==> src/verilog/fsrb_pkg.sv <==
// shared constants and carrier types for the fault and status register bank
package fsrb_pkg;

  // ----------------------------------------
  // register port geometry
  // ----------------------------------------
  localparam int ADDR_W = 8;
  localparam int DATA_W = 8;

  // ----------------------------------------
  // register offsets and reset value
  // ----------------------------------------
  localparam logic [7:0] ADDR_READBACK = 8'h6b;
  localparam logic [7:0] ADDR_ERRMON = 8'h6c;
  localparam logic [7:0] ADDR_CONV12 = 8'h6d;
  localparam logic [7:0] ADDR_CONV34 = 8'h6e;
  localparam logic [7:0] ADDR_VMON = 8'h72;
  localparam logic [7:0] ADDR_STARTUP = 8'h73;
  localparam logic [7:0] ADDR_MISC = 8'h74;
  localparam logic [7:0] REG_RESET = 8'h00;
  localparam logic [7:0] UNMAPPED_DATA = 8'h00;

  // ----------------------------------------
  // latched register fields
  // ----------------------------------------
  localparam int RB_SOC_BIT = 3;
  localparam int RB_DRV_BIT = 0;
  localparam logic [7:0] RB_W1C_MASK = 8'h09;
  localparam int EM_RST_BIT = 5;
  localparam int EM_FAIL_BIT = 4;
  localparam int EM_PIN_BIT = 3;
  localparam logic [7:0] EM_W1C_MASK = 8'h38;

  // ----------------------------------------
  // live status fields
  // ----------------------------------------
  localparam int CV_ILIM_BIT = 3;
  localparam int CV_UV_BIT = 1;
  localparam int CV_OV_BIT = 0;
  localparam int CV_HI_SHIFT = 4;
  localparam int VM_ANA_UV_BIT = 1;
  localparam int VM_ANA_OV_BIT = 0;
  localparam int VM_MON1_UV_BIT = 3;
  localparam int VM_MON1_OV_BIT = 2;
  localparam int VM_MON2_UV_BIT = 6;
  localparam int VM_MON2_OV_BIT = 5;
  localparam int SU_ENABLE_BIT = 1;
  localparam int MS_TWARN_BIT = 3;
  localparam int MS_EXTCLK_BIT = 1;

  // ----------------------------------------
  // carrier types
  // ----------------------------------------
  typedef struct packed {
    logic soc_reset_out_check_flag;
    logic ext_enable_drive_check_flag;
    logic mcu_monitor_reset_flag;
    logic mcu_monitor_fail_flag;
    logic mcu_monitor_pin_fault_flag;
  } fsrb_evt_t;

  typedef struct packed {
    logic current_limit;
    logic undervoltage;
    logic overvoltage;
  } fsrb_conv_t;

  typedef struct packed {
    logic analog_supply_low_flag;
    logic analog_supply_high_flag;
    logic monitor_one_low_flag;
    logic monitor_one_high_flag;
    logic monitor_two_low_flag;
    logic monitor_two_high_flag;
  } fsrb_vmon_t;

endpackage

==> src/verilog/fsrb_fault_status_bank.sv <==
// fault and status register bank: latched fault bytes, live status bytes
//
// Contract
// - soc reset output check latches bit 3, w1c
// - enable drive check latches bit 0, w1c
// - monitor reset event latches bit 5, w1c
// - monitor fail event latches bit 4, w1c
// - monitor pin fault latches bit 3, w1c
// - both latched registers reset to zero
// - converter one limits in low nibble
// - converter two limits in high nibble
// - converter three limits in low nibble
// - converter four limits in high nibble
// - analog supply low and high flags
// - monitor one low and high flags
// - monitor two low and high flags
// - startup register shows enable pin, bit 1
// - miscellaneous status register resets to zero
// - readback summary follows pending readback bits
// - monitor summary follows pending monitor bits
`timescale 1ns/1ps
module fsrb_fault_status_bank (
  input wire logic clk,
  input wire logic reset_n,
  input wire logic [fsrb_pkg::ADDR_W-1:0] reg_addr,
  input wire logic reg_wr,
  input wire logic [fsrb_pkg::DATA_W-1:0] reg_wdata,
  input wire logic reg_rd,
  output logic [fsrb_pkg::DATA_W-1:0] reg_rdata,
  output logic reg_rdata_valid,
  input wire fsrb_pkg::fsrb_evt_t fault_evt,
  input wire fsrb_pkg::fsrb_conv_t [3:0] conv_status,
  input wire fsrb_pkg::fsrb_vmon_t vmon_status,
  input wire logic enable_pin,
  input wire logic thermal_warn,
  input wire logic ext_clk_invalid,
  output logic readback_summary_flag,
  output logic error_monitor_summary_flag
);

  // ----------------------------------------
  // helpers
  // ----------------------------------------
  function automatic logic hit(
    input logic [7:0] a,
    input logic [7:0] target
  );
    hit = (a == target);
  endfunction

  function automatic logic [7:0] conv_byte(
    input fsrb_pkg::fsrb_conv_t lo,
    input fsrb_pkg::fsrb_conv_t hi
  );
    logic [7:0] r;
    r = 8'h00;
    r[fsrb_pkg::CV_ILIM_BIT] = lo.current_limit;
    r[fsrb_pkg::CV_UV_BIT] = lo.undervoltage;
    r[fsrb_pkg::CV_OV_BIT] = lo.overvoltage;
    r[fsrb_pkg::CV_HI_SHIFT + fsrb_pkg::CV_ILIM_BIT] = hi.current_limit;
    r[fsrb_pkg::CV_HI_SHIFT + fsrb_pkg::CV_UV_BIT] = hi.undervoltage;
    r[fsrb_pkg::CV_HI_SHIFT + fsrb_pkg::CV_OV_BIT] = hi.overvoltage;
    conv_byte = r;
  endfunction

  // ----------------------------------------
  // event and status packing
  // ----------------------------------------
  logic [7:0] rb_set;
  logic [7:0] em_set;
  logic [7:0] conv12_d;
  logic [7:0] conv34_d;
  logic [7:0] vmon_d;
  logic [7:0] startup_d;
  logic [7:0] misc_d;

  always_comb begin
    rb_set = 8'h00;
    em_set = 8'h00;
    rb_set[fsrb_pkg::RB_SOC_BIT] = fault_evt.soc_reset_out_check_flag;
    rb_set[fsrb_pkg::RB_DRV_BIT] = fault_evt.ext_enable_drive_check_flag;
    em_set[fsrb_pkg::EM_RST_BIT] = fault_evt.mcu_monitor_reset_flag;
    em_set[fsrb_pkg::EM_FAIL_BIT] = fault_evt.mcu_monitor_fail_flag;
    em_set[fsrb_pkg::EM_PIN_BIT] = fault_evt.mcu_monitor_pin_fault_flag;
  end

  always_comb begin
    conv12_d = conv_byte(conv_status[0], conv_status[1]);
    conv34_d = conv_byte(conv_status[2], conv_status[3]);
    vmon_d = 8'h00;
    vmon_d[fsrb_pkg::VM_ANA_UV_BIT] = vmon_status.analog_supply_low_flag;
    vmon_d[fsrb_pkg::VM_ANA_OV_BIT] = vmon_status.analog_supply_high_flag;
    vmon_d[fsrb_pkg::VM_MON1_UV_BIT] = vmon_status.monitor_one_low_flag;
    vmon_d[fsrb_pkg::VM_MON1_OV_BIT] = vmon_status.monitor_one_high_flag;
    vmon_d[fsrb_pkg::VM_MON2_UV_BIT] = vmon_status.monitor_two_low_flag;
    vmon_d[fsrb_pkg::VM_MON2_OV_BIT] = vmon_status.monitor_two_high_flag;
    startup_d = 8'h00;
    startup_d[fsrb_pkg::SU_ENABLE_BIT] = enable_pin;
    misc_d = 8'h00;
    misc_d[fsrb_pkg::MS_TWARN_BIT] = thermal_warn;
    misc_d[fsrb_pkg::MS_EXTCLK_BIT] = ext_clk_invalid;
  end

  // ----------------------------------------
  // latched fault registers
  // ----------------------------------------
  logic rb_wr;
  logic em_wr;
  logic [7:0] rb_q;
  logic [7:0] em_q;

  assign rb_wr = reg_wr && hit(reg_addr, fsrb_pkg::ADDR_READBACK);
  assign em_wr = reg_wr && hit(reg_addr, fsrb_pkg::ADDR_ERRMON);

  // reserved bits of these two bytes are plain read/write storage
  fsrb_w1c_reg #(
    .W1C_MASK(fsrb_pkg::RB_W1C_MASK),
    .RESET_VAL(fsrb_pkg::REG_RESET)
  ) u_readback (
    .clk(clk),
    .reset_n(reset_n),
    .wr_en(rb_wr),
    .wdata(reg_wdata),
    .set_evt(rb_set),
    .q(rb_q)
  );

  fsrb_w1c_reg #(
    .W1C_MASK(fsrb_pkg::EM_W1C_MASK),
    .RESET_VAL(fsrb_pkg::REG_RESET)
  ) u_errmon (
    .clk(clk),
    .reset_n(reset_n),
    .wr_en(em_wr),
    .wdata(reg_wdata),
    .set_evt(em_set),
    .q(em_q)
  );

  // ----------------------------------------
  // live status registers
  // ----------------------------------------
  logic [7:0] conv12_q;
  logic [7:0] conv34_q;
  logic [7:0] vmon_q;
  logic [7:0] startup_q;
  logic [7:0] misc_q;
  logic [39:0] live_d;
  logic [39:0] live_q;

  assign live_d = {misc_d, startup_d, vmon_d, conv34_d, conv12_d};
  assign conv12_q = live_q[7:0];
  assign conv34_q = live_q[15:8];
  assign vmon_q = live_q[23:16];
  assign startup_q = live_q[31:24];
  assign misc_q = live_q[39:32];

  // one sample stage per byte; writes have no path
  for (genvar g = 0; g < 5; g++) begin : g_live
    fsrb_live_reg #(
      .KEEP_MASK(8'hff),
      .RESET_VAL(fsrb_pkg::REG_RESET)
    ) u_live (
      .clk(clk),
      .reset_n(reset_n),
      .d(live_d[g*8 +: 8]),
      .q(live_q[g*8 +: 8])
    );
  end

  // ----------------------------------------
  // read path
  // ----------------------------------------
  logic [7:0] nxt_rdata;
  logic [7:0] rdata_ff;
  logic rvalid_ff;

  always_comb begin
    if (hit(reg_addr, fsrb_pkg::ADDR_READBACK)) begin
      nxt_rdata = rb_q;
    end else if (hit(reg_addr, fsrb_pkg::ADDR_ERRMON)) begin
      nxt_rdata = em_q;
    end else if (hit(reg_addr, fsrb_pkg::ADDR_CONV12)) begin
      nxt_rdata = conv12_q;
    end else if (hit(reg_addr, fsrb_pkg::ADDR_CONV34)) begin
      nxt_rdata = conv34_q;
    end else if (hit(reg_addr, fsrb_pkg::ADDR_VMON)) begin
      nxt_rdata = vmon_q;
    end else if (hit(reg_addr, fsrb_pkg::ADDR_STARTUP)) begin
      nxt_rdata = startup_q;
    end else if (hit(reg_addr, fsrb_pkg::ADDR_MISC)) begin
      nxt_rdata = misc_q;
    end else begin
      nxt_rdata = fsrb_pkg::UNMAPPED_DATA;
    end
  end

  // data holds between reads so slow serial front ends can pick it up
  always_ff @(posedge clk) begin
    if (!reset_n) begin
      rdata_ff <= fsrb_pkg::REG_RESET;
    end else if (reg_rd) begin
      rdata_ff <= nxt_rdata;
    end
  end

  always_ff @(posedge clk) begin
    if (!reset_n) begin
      rvalid_ff <= 1'b0;
    end else begin
      rvalid_ff <= reg_rd;
    end
  end

  assign reg_rdata = rdata_ff;
  assign reg_rdata_valid = rvalid_ff;

  // ----------------------------------------
  // summary flags
  // ----------------------------------------
  logic rb_sum_ff;
  logic em_sum_ff;

  // any pending bit counts, reserved storage bits included
  always_ff @(posedge clk) begin
    if (!reset_n) begin
      rb_sum_ff <= 1'b0;
    end else begin
      rb_sum_ff <= |rb_q;
    end
  end

  always_ff @(posedge clk) begin
    if (!reset_n) begin
      em_sum_ff <= 1'b0;
    end else begin
      em_sum_ff <= |em_q;
    end
  end

  assign readback_summary_flag = rb_sum_ff;
  assign error_monitor_summary_flag = em_sum_ff;
endmodule

==> src/verilog/fsrb_w1c_reg.sv <==
// byte register mixing write-one-to-clear event bits with plain storage bits
`timescale 1ns/1ps
module fsrb_w1c_reg #(
  parameter logic [7:0] W1C_MASK = 8'h00,
  parameter logic [7:0] RESET_VAL = 8'h00
) (
  input wire logic clk,
  input wire logic reset_n,
  input wire logic wr_en,
  input wire logic [7:0] wdata,
  input wire logic [7:0] set_evt,
  output logic [7:0] q
);

  logic [7:0] q_ff;
  logic [7:0] nxt_q;

  // set wins over a same-cycle clear so no event is lost
  always_comb begin
    nxt_q = q_ff;
    if (wr_en) begin
      nxt_q = (q_ff & W1C_MASK & ~wdata) | (wdata & ~W1C_MASK);
    end
    nxt_q = nxt_q | (set_evt & W1C_MASK);
  end

  always_ff @(posedge clk) begin
    if (!reset_n) begin
      q_ff <= RESET_VAL;
    end else begin
      q_ff <= nxt_q;
    end
  end

  assign q = q_ff;

endmodule

==> src/verilog/fsrb_live_reg.sv <==
// sampled live status byte; bits outside KEEP_MASK forced to zero
`timescale 1ns/1ps
module fsrb_live_reg #(
  parameter logic [7:0] KEEP_MASK = 8'hff,
  parameter logic [7:0] RESET_VAL = 8'h00
) (
  input wire logic clk,
  input wire logic reset_n,
  input wire logic [7:0] d,
  output logic [7:0] q
);

  logic [7:0] q_ff;

  // writes never reach this register, it only follows its inputs
  always_ff @(posedge clk) begin
    if (!reset_n) begin
      q_ff <= RESET_VAL;
    end else begin
      q_ff <= d & KEEP_MASK;
    end
  end

  assign q = q_ff;

endmodule

==> config.mk <==
export PLATFORM = sky130hd
export DESIGN_NAME = fsrb_fault_status_bank
export DESIGN_NICKNAME = d
export VERILOG_FILES = /design/src/verilog/fsrb_pkg.sv /design/src/verilog/fsrb_fault_status_bank.sv /design/src/verilog/fsrb_w1c_reg.sv /design/src/verilog/fsrb_live_reg.sv
export SDC_FILE = /design/constraint.sdc
export NUM_CORES = 1
export LEC_CHECK = 0
export BUFFER_PORTS_ARGS = -buffer_cell sky130_fd_sc_hd__buf_2
export CAP_MARGIN = 10
export CORE_MARGIN = 2
export CORE_UTILIZATION = 54
export CTS_CLUSTER_SIZE = 20
export DETAILED_ROUTE_END_ITERATION = 6
export PLACE_DENSITY_LB_ADDON = 0.25
export SYNTH_ARGS = -nofsm -noshare
export SYNTH_HDL_FRONTEND = slang
export SYNTH_HIERARCHICAL = 1
export SYNTH_SLANG_ARGS = --single-unit
==> constraint.sdc <==
create_clock -name clk -period 1.8 [get_ports clk]
set_input_delay 0.27 -clock clk [delete_from_list [all_inputs] [get_ports clk]]
set_output_delay 0.27 -clock clk [all_outputs]
set_load 0.005 [all_outputs]
==> flow_metrics.env <==
export IMPL_status="finished clean"
export IMPL_dpl_cell_count=409
export IMPL_intPower_mw=2.523
export IMPL_diodes=0
export IMPL_power_frac_clock_pct=43.3
export IMPL_synth_async_sr_flop_share_pct=0
export IMPL_skew_ps=6.710
export IMPL_synthDistinctLibCells=41
export IMPL_hold_ws_ps=133.8
export IMPL_start_util_pct=56.39
export IMPL_relSlewSlack_pct=60.01
export IMPL_drtIter0Drc=111
export IMPL_crit_fanout=12
export IMPL_cp_end_kind="register"
export IMPL_hold_path_class="in2reg"
export IMPL_grtUsageTotal_pct=23.87
export IMPL_grt_max_degree=34
export IMPL_finalCritPeriodShare_pct=82.86
export IMPL_rows=25
export IMPL_gp_congestion=0.9222
export IMPL_fmaxAchievable_mhz=670.5
export IMPL_drc=0
export IMPL_peakVddDrop_mv=0.8389
export IMPL_synth_flop_cell="dfxtp_1"
export IMPL_fin_cells=425
export IMPL_crit_type="in2reg"
export IMPL_grtUsageMet3_pct=7.182
export IMPL_rr_endpoint="reg_rdata[7]"
export IMPL_clock_sinks=67
export IMPL_cts_tree="built"
export IMPL_post_cts_repair_setup_buffers=0
export IMPL_setup_viol=0
export IMPL_tns_ps=0
export IMPL_hold_depth=2
export IMPL_ys_seq_area_share_pct=50.02
export IMPL_synth_area_mm2=0.002681
export IMPL_fin_nets=399
export IMPL_synth_top_cell_by_area="dfxtp_1"
export IMPL_layout_setup_ws_ps=308.5
export IMPL_syn_area_per_cell_um2=9.968
export IMPL_holdPathEnd="g_live[2].u_live/q[6]"
export IMPL_drv_slew=0
export IMPL_netlist_area_leader_share_pct=50.02
export IMPL_drive_above_1_share_pct=25.70
export IMPL_crit_required_ps=2030
export IMPL_worstMarginPinSlew_ps=597.1
export IMPL_coreArea_mm2=0.004755
export IMPL_cts_resized=0
export IMPL_r2r_setup_slack_ps=520
export IMPL_drt_total_wl_um=6032
export IMPL_pre_cts_ws_ps=8.499
export IMPL_ys_warn_count=6
export IMPL_h_tree_depth=3
export IMPL_p_comb_share_pct=8.0
export IMPL_grt_pass1_wl_um=9756
export IMPL_synth_common_cells="67 x dfxtp_1, 40 x and2_1, 14 x nor2b_1"
export IMPL_die_width_um=74.47
export IMPL_grt_ovfl_total=0
export IMPL_clk_root_buffer_cell="clkbuf_8"
export IMPL_p_sw_share_pct=21.64
export IMPL_routedWlPerCell_um=14.19
export IMPL_syn2layout_area_growth_pct=24.27
export IMPL_hp_start="vmon_status[1]"
export IMPL_critPathLaunchType="input pin"
export IMPL_grtUsageMet1_pct=29.44
export IMPL_chipHeight_um=74.47
export IMPL_syn_inst=269
export IMPL_p_seq_share_pct=48.8
export IMPL_port_buffer_count=56
export IMPL_synth_most_common_cell="dfxtp_1"
export IMPL_cap_viol_max_count=0
export IMPL_p_per_area_mw_per_mm2=966.2
export IMPL_postRouteAntennaNets=0
export IMPL_ctsHoldBuffers=0
export IMPL_drt_pass1_iterations=5
export IMPL_synth_edf_count=0
export IMPL_rsz0062_at_grt="false"
export IMPL_synth_seq_cells=67
export IMPL_num_vias=2146
export IMPL_fin_crit_ps=1491
export IMPL_clockBufferDepth=2
export IMPL_hpwl_um=4281
export IMPL_use_met2_pct=38.84
export IMPL_io_pins=57
export IMPL_dieArea_mm2=0.005545
export IMPL_grt_busiest_layer="met2"
export IMPL_hold_viol=0
export IMPL_cts_buffers=9
export IMPL_insertion_delay_ps=340
export IMPL_r2r_cells=3
export IMPL_p_sw_uw=696.6
export IMPL_leakagePower_nw=1.379
export IMPL_antenna_found_initial=0
export IMPL_reg2reg_from="u_readback/q[7]"
export IMPL_grt_pass1_vias=2165
export IMPL_worstPathArrival_ps=1720
export IMPL_synth_area_leaders="dfxtp_1 50%, and2_1 9.3%, mux2i_1 4.1%"
export IMPL_clk_pin_slew_ps=70
export IMPL_viasPerCell=5.049
[worst max-delay path: stages]
cell and delay, ps:
buf_2 130, nor2b_2 500, nand2_2 180, nor2_1 150, buf_4 210, mux2i_1 220, nor2b_1 70
[cells by family after synthesis]
group / Yosys count / synth area share, %
simple gates: 93 / 21.47
compound gates: 77 / 19.60
buf+inv: 19 / 4.246
other cells: 1 / 0.1399
flops: 67 / 50.02
mux: 12 / 4.526
[cell usage in the layout (no fill, tap or decap), drive strengths merged]
cell type,Yosys,layout
dfxtp,67,67
buf,10,66
and2,40,40
o21ai,20,20
conb,1,19
nor2b,15,15
nand2,13,13
clkbuf,1,12
mux2i,11,11
nor2,10,10
o22ai,9,9
a21oi,8,8
a2bb2oi,8,8
a32oi,8,8
inv,8,8
a22oi,7,7
a211oi,7,7
a31oi,5,5
nor4,4,4
nand2b,3,3
a21boi,2,2
bufinv,0,2
nand3b,2,2
nor3,2,2
nor3b,1,1
mux2,1,1
nand3,1,1
o221ai,1,1
or3,1,1
a2111oi,1,1
a22o,1,1
or3b,1,1
clkinv,0,1
clkinvlp,0,1
[per-layer routing]
metal	wire, um	up-vias	part of all wire (%)
met3	314	7	5.2
met1	2743	973	45
met4	76	0	1.3
met2	2898	59	48
met5	0	-	0
li1	-	1107	-
[cell type report]
cell class                      instances  area [um^2]
Clock inverter                          4        72.57
Inverter                                8        30.03
Tap cell                               67        83.83
Timing Repair Buffer                   66        355.3
Clock buffer                           12        155.1
Fill cell                             413         1423
Multi-Input combinational cell        201         1294
Sequential cell                        67         1341
[per-stage QoR]
stage	total power, mW	cell area [um^2]	utilization [%]
floorplan	1.738	2749	-
global placement	1.849	3104	65.29
detailed placement	1.856	3104	65.29
CTS	3.252	3332	70.08
global route	3.348	3332	70.08
finish	3.219	3332	70.08
[sequential cells by signal (all words and copies together) (netlist names)]
register	cells
readback_summary_flag	1
u_errmon/q	8
reg_rdata_valid	1
reg_rdata	8
u_readback/q	8
g_live.u_live/q	40
error_monitor_summary_flag	1
[power groups by stage]
stage               clock network, mW  registers, mW  logic, mW
finish                           1.39           1.57      0.257
global route                     1.49           1.57      0.288
CTS                              1.43           1.57      0.254
detailed placement                  0           1.60      0.253
global placement                    0           1.60      0.248
floorplan                           0           1.59      0.144
[worst max path at each step]
stage,start,endpoint,slack [ps],cells after the start
finish,reg_addr[2],u_readback/q[7],310,7
CTS,reg_addr[2],reg_rdata[2],350,6
global placement,reg_addr[2],u_readback/q[1],30,7
detailed placement,reg_addr[2],u_readback/q[1],8,7
global route,reg_addr[2],u_readback/q[7],210,7
floorplan,reg_addr[7],reg_rdata[7],360,6
No activity file was read; power rests on OpenSTA's default activity.
